==> src/rtl/sad_regs.svh <==
`ifndef SAD_REGS_SVH
`define SAD_REGS_SVH
`define SAD_REGION_MSB 31
`define SAD_REGION_LSB 29
`define SAD_REG_BOOT 3'h0
`define SAD_REG_RAM 3'h1
`define SAD_REG_FLASH 3'h2
`define SAD_REG_EXT 3'h3
`define SAD_REG_RSVD 3'h4
`define SAD_REG_PRC 3'h5
`define SAD_REG_BR1 3'h6
`define SAD_REG_BR2 3'h7
`define SAD_BASE_BOOT 32'h00000000
`define SAD_BASE_RAM 32'h20000000
`define SAD_BASE_FLASH 32'h40000000
`define SAD_BASE_EXT 32'h60000000
`define SAD_BASE_PRC 32'hA0000000
`define SAD_BASE_BR1 32'hC0000000
`define SAD_BASE_BR2 32'hE0000000
`define SAD_BOOTSEL_FLASH 2'h0
`define SAD_BOOTSEL_RAM 2'h1
`define SAD_BOOTSEL_EXT 2'h2
`define SAD_BOOTSEL_KEEP 2'h3
`define SAD_BR_WAIT_DEFAULT 4'h2
`define SAD_STRAP_LOAD 2'h1
`define SAD_STRAP_SETTLED 2'h3
`endif

==> src/rtl/sad_pkg.sv <==
`default_nettype none
package sad_pkg;
  typedef enum logic [2:0] {
    SAD_T_RAM, SAD_T_FLASH, SAD_T_EXT, SAD_T_PRC, SAD_T_BR1, SAD_T_BR2, SAD_T_NONE
  } sad_target_t;
  typedef enum {SAD_IDLE, SAD_WAIT, SAD_DONE} sad_state_t;
endpackage
`default_nettype wire

==> src/rtl/sad_decoder.sv <==
`include "sad_regs.svh"
`default_nettype none
// How it works
// - top three address bits pick region
// - one flat 4 GByte address space
// - little-endian byte lanes on all accesses
// - bridge accesses stall core with wait states
// - region bases fixed at eight 512M steps
// - native targets direct, peripherals via bridges
// - boot region aliases strap-chosen target
// - software remaps boot alias at run time
module sad_decoder #(
  parameter logic [3:0] BR1_WAIT = `SAD_BR_WAIT_DEFAULT, // extra cycles on bridge 1
  parameter logic [3:0] BR2_WAIT = `SAD_BR_WAIT_DEFAULT // extra cycles on bridge 2
) (
  input wire logic clk, // system clock
  input wire logic reset, // sync reset, active high
  input wire logic [1:0] boot_pins, // boot straps, from pins
  input wire logic [1:0] boot_sel, // run-time boot select field
  input wire logic boot_sel_wr, // pulse: load boot_sel
  input wire logic req, // core access request
  input wire logic we, // write when high
  input wire logic [31:0] addr, // byte address
  input wire logic [3:0] be, // byte enables, lane 0 = lowest address
  input wire logic [31:0] wdata, // write data
  output logic ready, // pulse: access complete
  output logic [31:0] rdata, // read data
  output logic [6:0] tgt_sel, // one-hot target select
  output logic tgt_we, // write to target
  output logic [31:0] tgt_addr, // offset inside region
  output logic [3:0] tgt_be, // target byte enables
  output logic [31:0] tgt_wdata, // target write data
  input wire logic [31:0] tgt_rdata_ram, // read data from ram
  input wire logic [31:0] tgt_rdata_flash, // read data from flash
  input wire logic [31:0] tgt_rdata_ext, // read data from external_memory_interface
  input wire logic [31:0] tgt_rdata_prc, // read data from power_reset_clock_unit
  input wire logic [31:0] tgt_rdata_br1, // read data from bridge 1
  input wire logic [31:0] tgt_rdata_br2, // read data from bridge 2
  output logic [1:0] boot_map // current boot alias
);
  logic [1:0] pins_m_q, pins_s_q;
  logic strap_pend_q, strap_pend_d;
  logic [1:0] strap_cnt_q, strap_cnt_d;
  logic [1:0] boot_q, boot_d;
  sad_pkg::sad_state_t st_q, st_d;
  sad_pkg::sad_target_t tgt_q, tgt_d, dec;
  logic ready_q, ready_d;
  logic [31:0] rdata_q, rdata_d;
  logic [6:0] sel_q, sel_d;
  logic we_q, we_d;
  logic [31:0] taddr_q, taddr_d;
  logic [3:0] tbe_q, tbe_d;
  logic [31:0] twd_q, twd_d;
  logic tmr_start;
  logic [3:0] tmr_count;
  logic tmr_exp;
  logic [2:0] region;

  // straps sampled through two flops, caught once after reset release
  always_ff @(posedge clk) begin
    if (reset) begin
      pins_m_q <= 2'h0;
      pins_s_q <= 2'h0;
    end else begin
      pins_m_q <= boot_pins;
      pins_s_q <= pins_m_q;
    end
  end

  always_comb begin
    boot_d = boot_q;
    strap_cnt_d = strap_cnt_q;
    if (strap_cnt_q != `SAD_STRAP_SETTLED) begin
      strap_cnt_d = strap_cnt_q + 2'h1;
    end
    strap_pend_d = (strap_cnt_q == `SAD_STRAP_LOAD);
    if (strap_pend_q) begin
      boot_d = pins_s_q;
    end else if (boot_sel_wr && boot_sel != `SAD_BOOTSEL_KEEP) begin
      boot_d = boot_sel;
    end
  end

  // strap pending is set for one cycle, two cycles after release, so the sync chain has filled
  always_ff @(posedge clk) begin
    if (reset) begin
      boot_q <= `SAD_BOOTSEL_FLASH;
      strap_cnt_q <= 2'h0;
      strap_pend_q <= 1'b0;
    end else begin
      boot_q <= boot_d;
      strap_cnt_q <= strap_cnt_d;
      strap_pend_q <= strap_pend_d;
    end
  end

  always_comb begin
    region = addr[`SAD_REGION_MSB:`SAD_REGION_LSB];
    case (region)
      `SAD_REG_BOOT: begin
        case (boot_q)
          `SAD_BOOTSEL_RAM: dec = sad_pkg::SAD_T_RAM;
          `SAD_BOOTSEL_EXT: dec = sad_pkg::SAD_T_EXT;
          default: dec = sad_pkg::SAD_T_FLASH;
        endcase
      end
      `SAD_REG_RAM: dec = sad_pkg::SAD_T_RAM;
      `SAD_REG_FLASH: dec = sad_pkg::SAD_T_FLASH;
      `SAD_REG_EXT: dec = sad_pkg::SAD_T_EXT;
      `SAD_REG_PRC: dec = sad_pkg::SAD_T_PRC;
      `SAD_REG_BR1: dec = sad_pkg::SAD_T_BR1;
      `SAD_REG_BR2: dec = sad_pkg::SAD_T_BR2;
      default: dec = sad_pkg::SAD_T_NONE;
    endcase
  end

  always_comb begin
    st_d = st_q;
    tgt_d = tgt_q;
    ready_d = 1'b0;
    rdata_d = rdata_q;
    sel_d = sel_q;
    we_d = we_q;
    taddr_d = taddr_q;
    tbe_d = tbe_q;
    twd_d = twd_q;
    tmr_start = 1'b0;
    tmr_count = 4'h0;
    case (st_q)
      sad_pkg::SAD_IDLE: begin
        if (req) begin
          tgt_d = dec;
          we_d = we;
          // offset keeps low 29 bits; lanes pass straight, lane 0 = LSB
          taddr_d = {3'h0, addr[`SAD_REGION_LSB-1:0]};
          tbe_d = be;
          twd_d = wdata;
          sel_d = (dec == sad_pkg::SAD_T_NONE) ? 7'h00 : 7'(7'h01 << dec);
          if (dec == sad_pkg::SAD_T_BR1 || dec == sad_pkg::SAD_T_BR2) begin
            tmr_start = 1'b1;
            tmr_count = (dec == sad_pkg::SAD_T_BR1) ? BR1_WAIT : BR2_WAIT;
            st_d = sad_pkg::SAD_WAIT;
          end else begin
            st_d = sad_pkg::SAD_DONE;
          end
        end
      end
      sad_pkg::SAD_WAIT: begin
        if (tmr_exp) begin
          st_d = sad_pkg::SAD_DONE;
        end
      end
      sad_pkg::SAD_DONE: begin
        ready_d = 1'b1;
        sel_d = 7'h00;
        st_d = sad_pkg::SAD_IDLE;
        case (tgt_q)
          sad_pkg::SAD_T_RAM: rdata_d = tgt_rdata_ram;
          sad_pkg::SAD_T_FLASH: rdata_d = tgt_rdata_flash;
          sad_pkg::SAD_T_EXT: rdata_d = tgt_rdata_ext;
          sad_pkg::SAD_T_PRC: rdata_d = tgt_rdata_prc;
          sad_pkg::SAD_T_BR1: rdata_d = tgt_rdata_br1;
          sad_pkg::SAD_T_BR2: rdata_d = tgt_rdata_br2;
          default: rdata_d = 32'h00000000;
        endcase
        if (we_q) begin
          rdata_d = 32'h00000000;
        end
      end
      default: st_d = sad_pkg::SAD_IDLE;
    endcase
  end

  always_ff @(posedge clk) begin
    if (reset) begin
      st_q <= sad_pkg::SAD_IDLE;
      tgt_q <= sad_pkg::SAD_T_NONE;
      ready_q <= 1'b0;
      rdata_q <= 32'h00000000;
      sel_q <= 7'h00;
      we_q <= 1'b0;
      taddr_q <= 32'h00000000;
      tbe_q <= 4'h0;
      twd_q <= 32'h00000000;
    end else begin
      st_q <= st_d;
      tgt_q <= tgt_d;
      ready_q <= ready_d;
      rdata_q <= rdata_d;
      sel_q <= sel_d;
      we_q <= we_d;
      taddr_q <= taddr_d;
      tbe_q <= tbe_d;
      twd_q <= twd_d;
    end
  end

  sad_wait_timer #(.W(4)) u_wait (
    .clk(clk),
    .reset(reset),
    .start(tmr_start),
    .count(tmr_count),
    .expired(tmr_exp)
  );

  assign ready = ready_q;
  assign rdata = rdata_q;
  assign tgt_sel = sel_q;
  assign tgt_we = we_q;
  assign tgt_addr = taddr_q;
  assign tgt_be = tbe_q;
  assign tgt_wdata = twd_q;
  assign boot_map = boot_q;

  rsvd_quiet_a: assert property (@(posedge clk) disable iff (reset)
    (st_q == sad_pkg::SAD_IDLE && req && addr[31:29] == 3'h4) |=>
      tgt_sel == 7'h00 ##1 (ready && rdata == 32'h00000000))
    else $error("reserved access reached a target or read nonzero");
  ram_decode_a: assert property (@(posedge clk) disable iff (reset)
    (st_q == sad_pkg::SAD_IDLE && req && addr[31:29] == 3'h1) |=> tgt_sel == 7'h01)
    else $error("ram region not selected");
  prc_decode_a: assert property (@(posedge clk) disable iff (reset)
    (st_q == sad_pkg::SAD_IDLE && req && addr[31:29] == 3'h5) |=> tgt_sel == 7'h08)
    else $error("power unit not selected directly");
  offset_pass_a: assert property (@(posedge clk) disable iff (reset)
    (st_q == sad_pkg::SAD_IDLE && req) |=> tgt_addr == {3'h0, $past(addr[28:0])})
    else $error("region offset wrong");
  lanes_pass_a: assert property (@(posedge clk) disable iff (reset)
    (st_q == sad_pkg::SAD_IDLE && req) |=> (tgt_be == $past(be) && tgt_wdata == $past(wdata)))
    else $error("byte lanes reordered");
  br_stall_a: assert property (@(posedge clk) disable iff (reset)
    (st_q == sad_pkg::SAD_IDLE && req && addr[31:29] == 3'h6) |=> !ready [*4])
    else $error("bridge access finished too early");
  native_fast_a: assert property (@(posedge clk) disable iff (reset)
    (st_q == sad_pkg::SAD_IDLE && req && addr[31:29] == 3'h2) |-> ##2 ready)
    else $error("native access not done in two cycles");
  boot_alias_a: assert property (@(posedge clk) disable iff (reset)
    (st_q == sad_pkg::SAD_IDLE && req && addr[31:29] == 3'h0 && boot_q == 2'h1)
      |=> tgt_sel == 7'h01)
    else $error("boot alias not routed to ram");
  boot_remap_a: assert property (@(posedge clk) disable iff (reset)
    (!strap_pend_q && boot_sel_wr && boot_sel == 2'h1) |=> boot_map == 2'h1)
    else $error("run-time boot remap ignored");
endmodule
`default_nettype wire

==> src/rtl/sad_wait_timer.sv <==
`include "sad_regs.svh"
`default_nettype none
module sad_wait_timer #(
  parameter int W = 4
) (
  input wire logic clk, // system clock
  input wire logic reset, // sync reset
  input wire logic start, // load the count
  input wire logic [W-1:0] count, // wait states to insert
  output logic expired // pulse when count ran out
);
  logic [W-1:0] cnt_q, cnt_d;
  logic run_q, run_d;
  logic exp_q, exp_d;
  always_comb begin
    cnt_d = cnt_q;
    run_d = run_q;
    exp_d = 1'b0;
    if (start) begin
      cnt_d = count;
      run_d = 1'b1;
    end else if (run_q) begin
      if (cnt_q == '0) begin
        run_d = 1'b0;
        exp_d = 1'b1;
      end else begin
        cnt_d = cnt_q - 1'b1;
      end
    end
  end
  always_ff @(posedge clk) begin
    if (reset) begin
      cnt_q <= '0;
      run_q <= 1'b0;
      exp_q <= 1'b0;
    end else begin
      cnt_q <= cnt_d;
      run_q <= run_d;
      exp_q <= exp_d;
    end
  end
  assign expired = exp_q;
endmodule
`default_nettype wire
==> config.mk <==
export PLATFORM = sky130hd
export DESIGN_NAME = sad_decoder
export DESIGN_NICKNAME = d
export VERILOG_FILES = /design/src/rtl/sad_pkg.sv /design/src/rtl/sad_decoder.sv /design/src/rtl/sad_wait_timer.sv
export VERILOG_INCLUDE_DIRS = /design/src /design/src/rtl
export SDC_FILE = /design/constraint.sdc
export NUM_CORES = 1
export LEC_CHECK = 0
export BUFFER_PORTS_ARGS = -buffer_cell sky130_fd_sc_hd__buf_2
export CORE_AREA = 3 3 146 148
export CTS_CLUSTER_SIZE = 12
export DETAILED_ROUTE_END_ITERATION = 12
export DIE_AREA = 0 0 149 151
export SETUP_SLACK_MARGIN = 0.2
export SLEW_MARGIN = 30
export SYNTH_ARGS = -nofsm -noshare
export SYNTH_HDL_FRONTEND = slang
export SYNTH_SLANG_ARGS = --single-unit
export TNS_END_PERCENT = 1
==> constraint.sdc <==
create_clock -name clk -period 4.6 [get_ports clk]
set_input_delay 0.23 -clock clk [delete_from_list [all_inputs] [get_ports clk]]
set_output_delay 0.23 -clock clk [all_outputs]
set_load 0.02 [all_outputs]
# Yosys cells after proc, flatten, opt, wreduce, memory -nomap -nowiden
# Index checks and enable logic that the tools add are counted.
[totals]
mem_count = 0
inputBits = 269
output_inout_bits = 111
mem_bits_rw = 0
latch_bits = 0
ff_bits = 156
wordCells = 86
rom_bits = 0
[classes]
n_lt_le_gt_ge = 0
bitwise_logic = 1
shifts = 1
div_mod_pow = 0
n_addsub = 2
multipliers = 0
eq_ne = 24
reduce_logical = 14
n_mux = 27
[ops]
columns = ["operator", "count"]
rows = [
  ["case mux 32 bit (6 select lines)", 1],
  ["two-way mux 32 bit", 3],
  ["case mux 32 bit (2 select lines)", 1],
  ["== test 32 x 1 -> 1 bit, second input constant", 1],
  ["== test 32 x 2 -> 1 bit, second input constant", 1],
  ["zero test 32 bit", 1],
  ["== test 3 bit, second input constant", 8],
  ["case mux 3 bit (7 select lines)", 1],
  ["two-way mux 7 bit", 2],
  ["case mux 7 bit (2 select lines)", 1],
  ["== test 3 x 2 -> 1 bit, second input constant", 4],
  ["two-way mux 2 bit", 6],
  ["two-way mux 4 bit", 3],
  ["two-way mux 1 bit", 8],
  ["inequality test 2 bit, second input constant", 4],
  ["AND reduction 2 bit", 4],
  ["left shift 1 x 3 -> 7 bit, first input constant", 1],
  ["== test 3 x 1 -> 1 bit, second input constant", 2],
  ["zero test 3 bit", 2],
  ["nonzero test 2 bit", 3],
  ["== test 2 x 1 -> 1 bit, second input constant", 2],
  ["zero test 4 bit", 1],
  ["case mux 2 bit (2 select lines)", 1],
  ["subtractor 4 x 1 -> 4 bit, second input constant", 1],
  ["7 further kinds", 7],
]

# Logic depth before layout (Yosys ltp)
# Gate-level depths: netlist of run 1.
[depth]
depth_word = 10
ltp_mapped = 8
mapped_depth_nobuf = 6

# Cells and area by module
# From an unflattened synthesis of run 1, not the netlist that was laid out.
[unflattened]
hier_cells = 736
hier_area_um2 = 6048.3
[by_module_without_submodules]
columns = ["module", "area_each_um2", "instances", "cells_each"]
rows = [
  ["sad_decoder", 5729.2, 1, 702],
  ["sad_wait_timer", 319.1, 1, 34],
]

# Least setup slack after synthesis of run 1
# Ideal clock, no wire load.
[synth_timing]
kind = "reg-to-reg"
from = "register boot_q[0] (netlist: boot_map[0])"
to = "register sel_q[0] (netlist: tgt_sel[0])"
arrival_ns = 1.596
t_required_ns = 4.530
setup_ns = 0.070
path_stages_with_launch = 7
slack_ns = 2.934
cell_sequence = "dfxtp_1 > inv_1 > ha_1 > nor3b_1 > a211oi_1 > or3b_2 > a21oi_1"
[synth_between]
elab_chain_cells = 7
word_cells_on_any_way = 9
cone_classes = "3 x eq/ne; 1 x shift; 5 x mux"
[synth_lines]
columns = ["item", "line_no", "text"]
rows = [
  ["start, declared", "sad_decoder.sv:44", "logic [1:0] boot_q, boot_d;"],
  ["start signal, assigned", "sad_decoder.sv:87", "boot_q <= `SAD_BOOTSEL_FLASH;"],
  ["start signal, assigned", "sad_decoder.sv:91", "boot_q <= boot_d;"],
  ["== test 2 bit or == test 2 x 1 -> 1 bit (tied branches)", "sad_decoder.sv:101", "case (boot_q)"],
  ["case mux 2 bit (2 select lines) *", "sad_decoder.sv:101", ""],
  ["case mux 3 bit (7 select lines) *", "sad_decoder.sv:99", "case (region)"],
  ["== test 3 bit or left shift 1 x 3 -> 7 bit (tied branches)", "sad_decoder.sv:138", "sel_d = (dec == sad_pkg::SAD_T_NONE) ? 7'h00 : 7'(7'h01 << dec);"],
  ["two-way mux 7 bit *", "sad_decoder.sv:138", ""],
  ["two-way mux 7 bit *", "sad_decoder.sv:131", "if (req) begin"],
  ["case mux 7 bit (2 select lines) *", "sad_decoder.sv:129", "case (st_q)"],
  ["end signal, assigned", "sad_decoder.sv:190", "sel_q <= sel_d;"],
  ["end, declared", "sad_decoder.sv:49", "logic [6:0] sel_q, sel_d;"],
]
# Mark *: on every way between the ends. The rest lies on a longest branch, timed or not. The select of a mux whose other input is x is not followed.
# A chain may end at the register's enable or synchronous reset.

# Final worst setup path of run 1
[layout_timing]
from = "register st_q[1]"
to = "register rdata_q[9] (netlist: rdata[9])"
[layout_between]
elab_chain_cells = 1
[layout_lines]
columns = ["item", "line_no", "text"]
rows = [
  ["start, declared", "sad_decoder.sv:45", "sad_pkg::sad_state_t st_q, st_d;"],
  ["start signal, assigned", "sad_decoder.sv:176", "st_q <= sad_pkg::SAD_IDLE;"],
  ["start signal, assigned", "sad_decoder.sv:186", "st_q <= st_d;"],
  ["== test 32 x 2 -> 1 bit", "sad_decoder.sv:129", ""],
  ["end signal, assigned", "sad_decoder.sv:189", "rdata_q <= rdata_d;"],
  ["end, declared", "sad_decoder.sv:48", "logic [31:0] rdata_q, rdata_d;"],
]
# No other way between the ends.

==> flow_metrics.tcl, run 1 <==
set metrics [dict create \
    async_flop_share 0 \
    die_x_um 149 \
    crit_path_top_delay_cell "nor3_4" \
    p_switching_uw 970 \
    start_util 0.312 \
    netlist_area_um2 6290 \
    io_pins 380 \
    crit_buf_inv 1 \
    cp_num_cells 5 \
    cts_root_buf "clkbuf_16" \
    synth_top_area_cell "dfxtp_1" \
    ir_drop_uv 241 \
    endpoint_kind "flip-flop" \
    max-cap-violations 0 \
    hold_path_class "in -> reg" \
    rows 52 \
    finalSetupViolations 0 \
    cp_top_family "simple AND/OR/NAND/NOR gates" \
    portBuffers 375 \
    syn2layout_area_growth_pct 41.4 \
    cts_sinks 125 \
    total_leakage_power_uw 0.00427 \
    core-area_um2 20200 \
    wl_met3_um 2210 \
    criticalPathCategory "reg -> reg" \
    avgRoutedWirePerCell_um 16.7 \
    slew-limit-headroom 0.446 \
    syn-instance-count 746 \
    finalMaxSlewViolations 0 \
    reg2reg_setup_slack_ps 2480 \
    detail_route.first_pass.iterations 5 \
    first_global_vias 6188 \
    cts_setup_buffers 0 \
    drt-met1-wl_um 9360 \
    path_cells "nand2b_1, nor3_4, buf_8, and3b_1, a221o_1" \
    antenna_found_initial 3 \
    p_per_area_nw_per_um2 371 \
    drive_above_1_share 0.410 \
    grt_pass1_wl_um 33500 \
    power_frac_seq 0.369 \
    die_area_um2 22500 \
    wirelength_um 22800 \
    cts_made_buffers 17 \
    hold_viol 0 \
    chipHeight_um 151 \
    cp-start-kind "flip-flop" \
    critPathMaxFanout 17 \
    skew_ps 14.5 \
    synth_top_area_frac 0.398 \
    instances_no_fill 1366 \
    finalNetCount 1355 \
    synth_area_leaders "dfxtp_1 (40%), a21oi_1 (9.5%), nand2_1 (8.8%)" \
    reg2reg_to "rdata[9]" \
    cts.htree.levels 4 \
    grt_usage 0.190 \
    cp.required_ps 4960 \
    crit_arrival_ps 2490 \
    status "completed" \
    r2r_cells 5 \
    finalCritPeriodShare 0.462 \
    vias 6481 \
    viasPerCell 4.74 \
    route.detailed.drc 0 \
    synth.distinct_cells 47 \
    dp.cells 1332 \
    min_from "boot_pins[1]" \
    initialDrtViolationCount 205 \
    cts_tree "built" \
    hold_depth 2 \
    gp_congestion 0.786 \
    post_cts_resized 0 \
    path_clk_slew_ps 60 \
    timing.rr.start "st_q[1]" \
    fin_crit_ps 2120 \
    tns_ps 0 \
    avgSynthCellArea_um2 8.43 \
    top_layer_used "met5" \
    cts_hold_buf 0 \
    grt_max_degree 79 \
    p_int_uw 2330 \
    swShare 0.294 \
    clockPowerShare 0.444 \
    grt_setup_unrepaired "false" \
    grt-ovfl-total 0 \
    dpl.hpwl_um 16800 \
    synth_enable_flop_cells 0 \
    synth_ff_type "dfxtp_1" \
    synth_seq_cells 125 \
    ant_nets 0 \
    insertion_delay_ps 420 \
    max_freq_mhz 471 \
    p_comb_frac 0.187 \
    tightest_slew_ps 830 \
    dr_wl_met2_um 10900 \
    clock_path_buffers 2 \
    worstHoldEndpoint "pins_m_q[1]" \
    cp_slowest_stage_delay_ps 680 \
    ys_seq_area_frac 0.398 \
    synth_warnings 0 \
]
-- placed cells by master (no fill, tap or decap), types with 9 or more instances in the layout --
cell	netlist	final
buf_2	26	374
o21ai_1	11	11
clkbuf_16	0	18
nand2_1	147	147
nor2b_1	17	15
nor2_1	19	19
dfxtp_1	125	122
a211o_1	26	26
o21ai_0	23	23
a22o_1	25	25
nor3b_1	13	13
buf_4	10	10
mux2_4	9	9
mux2i_1	45	45
a21oi_1	119	119
o21a_1	12	12
nand3_1	23	23
-- synth_stat cells (2+ instances only) --
master      n
buf_6       3
o21ai_0    23
xor2_1      4
or3_1       3
inv_1       6
nand2_1   147
nand2b_1    4
ha_1        4
or2_2       2
mux2_2      3
o22ai_1     2
mux2_4      9
a22o_1     25
clkbuf_1   30
mux2i_1    45
or3b_2      3
dfxtp_1   125
nand3_1    23
a21oi_1   119
nor2b_1    17
buf_4      10
nor2_1     19
buf_12      2
a21oi_2     2
mux4_2      5
o21ai_1    11
nor3b_1    13
nor3_1      6
mux4_1      2
o21a_1     12
buf_2      26
a211o_1    26
-- worst reg2reg max path, stage by stage (launching register included) --
cell      delay [ps]
dfxtp_1          410
nand2b_1         460
nor3_4           680
buf_8            240
and3b_1          180
a221o_1          100
-- per-stage QoR --
stage                     instance area, um2  hold slack, ps  total power (uW)  worst slack [ps]   util
after global placement                  8210             416              1850              2200  0.407
after CTS                               8880           0.591              3330              2160  0.440
after floorplan                         6300             358              1630              2930      -
after detailed placement                8250             422              1860              2160  0.409
after global routing                    8900            20.7              3450              2310  0.441
final                                   8900            18.1              3300              2480  0.441
-- power groups by stage --
stage	Combinational, uW	Sequential (uW)	Clock (uW)
final	618	1220	1470
after global routing	686	1230	1540
after CTS	612	1230	1490
after detailed placement	610	1250	0
after global placement	599	1250	0
after floorplan	371	1260	0
-- worst max path at each step --
stage | startpoint | end
finish | st_q[1] | rdata[9]
global route | st_q[1] | rdata[9]
CTS | tgt_q[0] | rdata[26]
detailed placement | tgt_q[0] | rdata[26]
global placement | tgt_q[0] | rdata[31]
floorplan | boot_map[0] | tgt_sel[0]
-- per-layer routing --
metal / vias to the layer above / track usage
met1: 2918 / 0.232
li1: 3283 / -
met5: - / 0
met4: 6 / 0.0439
met3: 23 / 0.0754
met2: 251 / 0.317
-- registers in the layout, indices dropped and copies added (netlist names), 3 cells and up --
name	count
tgt_addr	29
tgt_be	4
tgt_q	3
tgt_wdata	32
u_wait.cnt_q	4
rdata	32
tgt_sel	6
-- layout make-up --
cell class | instances | area (um2)
multi-input combinational | 545 | 3390
clock inverter | 13 | 175
clock buffer | 19 | 454
antenna | 1 | 2.50
fill | 2084 | 11300
inverter | 6 | 22.5
tap | 270 | 338
sequential | 125 | 2510
timing repair buffer | 387 | 2010
-- cell families after synthesis --
family	count (synthesis)	synth area share
xor+xnor	5	0.00696
compound gates	224	0.217
mux	64	0.125
fa+ha+maj	4	0.00795
simple gates	244	0.177
other cells	1	0.000596
buf+inv	79	0.0688
flops	125	0.398
Note: power is estimated with default switching activity, not from simulation.
==> run 2: changes to the inputs <==
==> constraint.sdc (replaced) <==
create_clock -name clk -period 2.1 [get_ports clk]
set_input_delay 0.105 -clock clk [delete_from_list [all_inputs] [get_ports clk]]
set_output_delay 0.105 -clock clk [all_outputs]
set_load 0.02 [all_outputs]
==> run 2 against run 1 <==
Net effect:
- clock skew is 0.61 ps lower
- critical path depth unchanged
- count of clock-buffer cells in the layout increased by 1
- via count is 5.6% higher
- cell count grew 6.1%
- wire length increased by 4.8%
- sequential power is 120% higher
- register-to-register slack worse by 2100 ps
- highest routed layer unchanged
==> flow_metrics.tcl, run 2 (synthesis gave the netlist of run 1 again) <==
set metrics [dict create \
    dpl.hpwl_um 17600 \
    skew_ps 13.8 \
    tns_ps 0 \
    max_freq_mhz 586 \
    first_global_vias 6729 \
    portBuffers 375 \
    slew-limit-headroom 0.631 \
    total_leakage_power_uw 0.00463 \
    initialDrtViolationCount 223 \
    die_area_um2 22500 \
    finalMaxSlewViolations 0 \
    path_clk_slew_ps 60 \
    criticalPathCategory "reg -> reg" \
    io_pins 380 \
    finalSetupViolations 0 \
    cts_made_buffers 17 \
    cts.htree.levels 4 \
    grt.busiest_layer "met2" \
    grt_pass1_wl_um 35500 \
    met2_usage 0.341 \
    start_util 0.312 \
    p_comb_frac 0.212 \
    viasPerCell 4.72 \
    crit_arrival_ps 1980 \
    final_common_cell "buf_2" \
    antenna_found_initial 4 \
    finalNetCount 1439 \
    cp-start-kind "flip-flop" \
    hold_path_class "in -> reg" \
    grt_setup_unrepaired "false" \
    use_met1 0.238 \
    detail_route.first_pass.iterations 4 \
    vias 6845 \
    tightest_slew_ps 554 \
    p_int_uw 5240 \
    wirelength_um 23900 \
    chipHeight_um 151 \
    ant_nets 0 \
    fin_crit_ps 1710 \
    status "completed" \
    ir_drop_uv 514 \
    hold_slack_ps 21.0 \
    p_per_area_nw_per_um2 750 \
    core-area_um2 20200 \
    cts_tree "built" \
    finalCritPeriodShare 0.812 \
    clock_path_buffers 2 \
    max-cap-violations 0 \
    drive_above_1_share 0.394 \
    hold_viol 0 \
    grt-ovfl-total 0 \
    insertion_delay_ps 410 \
    mostFrequentLayoutCells "buf_2 (374), nand2_1 (147), dfxtp_1 (122)" \
    critPathMaxFanout 24 \
    endpoint_kind "flip-flop" \
    cp.required_ps 2380 \
    cts_sinks 125 \
    gp_congestion 0.797 \
    met3_usage 0.0706 \
    post-route-worst-setup-slack_ps 395 \
    clockPowerShare 0.427 \
    route.detailed.drc 0 \
    die_x_um 149 \
    avgRoutedWirePerCell_um 16.5 \
    syn2layout_area_growth_pct 54.6 \
    cts_root_buf "clkbuf_16" \
    place_ws_ps 337 \
    power_frac_seq 0.360 \
    swShare 0.282 \
    grt_max_degree 74 \
    grt_usage 0.200 \
    rows 52 \
    p_switching_uw 2060 \
]
[run 2: power by group through the flow]
| stage | registers, uW | logic, uW | clock network, uW |
|---|---|---|---|
| after global routing | 2650 | 1710 | 3310 |
| after CTS | 2630 | 1560 | 3200 |
| after floorplan | 2760 | 813 | 0 |
| final | 2630 | 1550 | 3120 |
| after global placement | 2680 | 1450 | 0 |
| after detailed placement | 2680 | 1460 | 0 |
[run 2: area by class of cell]
type                    instances  area (um2)
fillers                      1971       10400
repair buffers                471        2850
clock buffers                  20         468
clock inverters                11         154
diodes                          1        2.50
inverters                       6        22.5
well taps                     270         338
multi-input cells             545        3390
flip-flops and latches        125        2510
[run 2: worst max-delay path, cell delays in order, from the launching register on]
cell,delay (ps)
dfxtp_2,670
buf_4,360
buf_4,180
nor2b_1,40
o21ai_0,220
a21oi_1,100
[run 2: final timing paths]
check	depth (start not counted)	to	from	slack [ps]
max reg2reg	5	rdata[29]	tgt_q[2]	390
min	3	tgt_sel[5]	addr[29]	20
max	5	rdata[29]	tgt_q[2]	390
min reg2reg	2	boot_map[0]	pins_s_q[0]	440
[run 2: metrics by stage]
stage | utilization | total power [uW] | cell area, um2 | std cells
2_1_floorplan | - | 3570 | 6300 | 749
3_3_place_gp | 0.418 | 4130 | 8420 | 1349
3_5_place_dp | 0.418 | 4140 | 8420 | 1349
4_1_cts | 0.482 | 7390 | 9730 | 1448
5_1_grt | 0.482 | 7670 | 9730 | 1449
6_report | 0.482 | 7300 | 9730 | 1449
[run 2: routing by layer]
layer / part of all wire / wire [um]
met5: 0.0020 / 47
met4: 0.019 / 452
met3: 0.089 / 2140
met2: 0.49 / 11600
met1: 0.40 / 9640
[run 2: timing repair]
item | 4_1_cts | 5_1_grt
gates resized for setup | 0 | 0
setup endpoints to repair | 0 | 0
hold buffers | 68 | 0
setup buffers | 0 | 0
hold endpoints to repair | 68 | 0
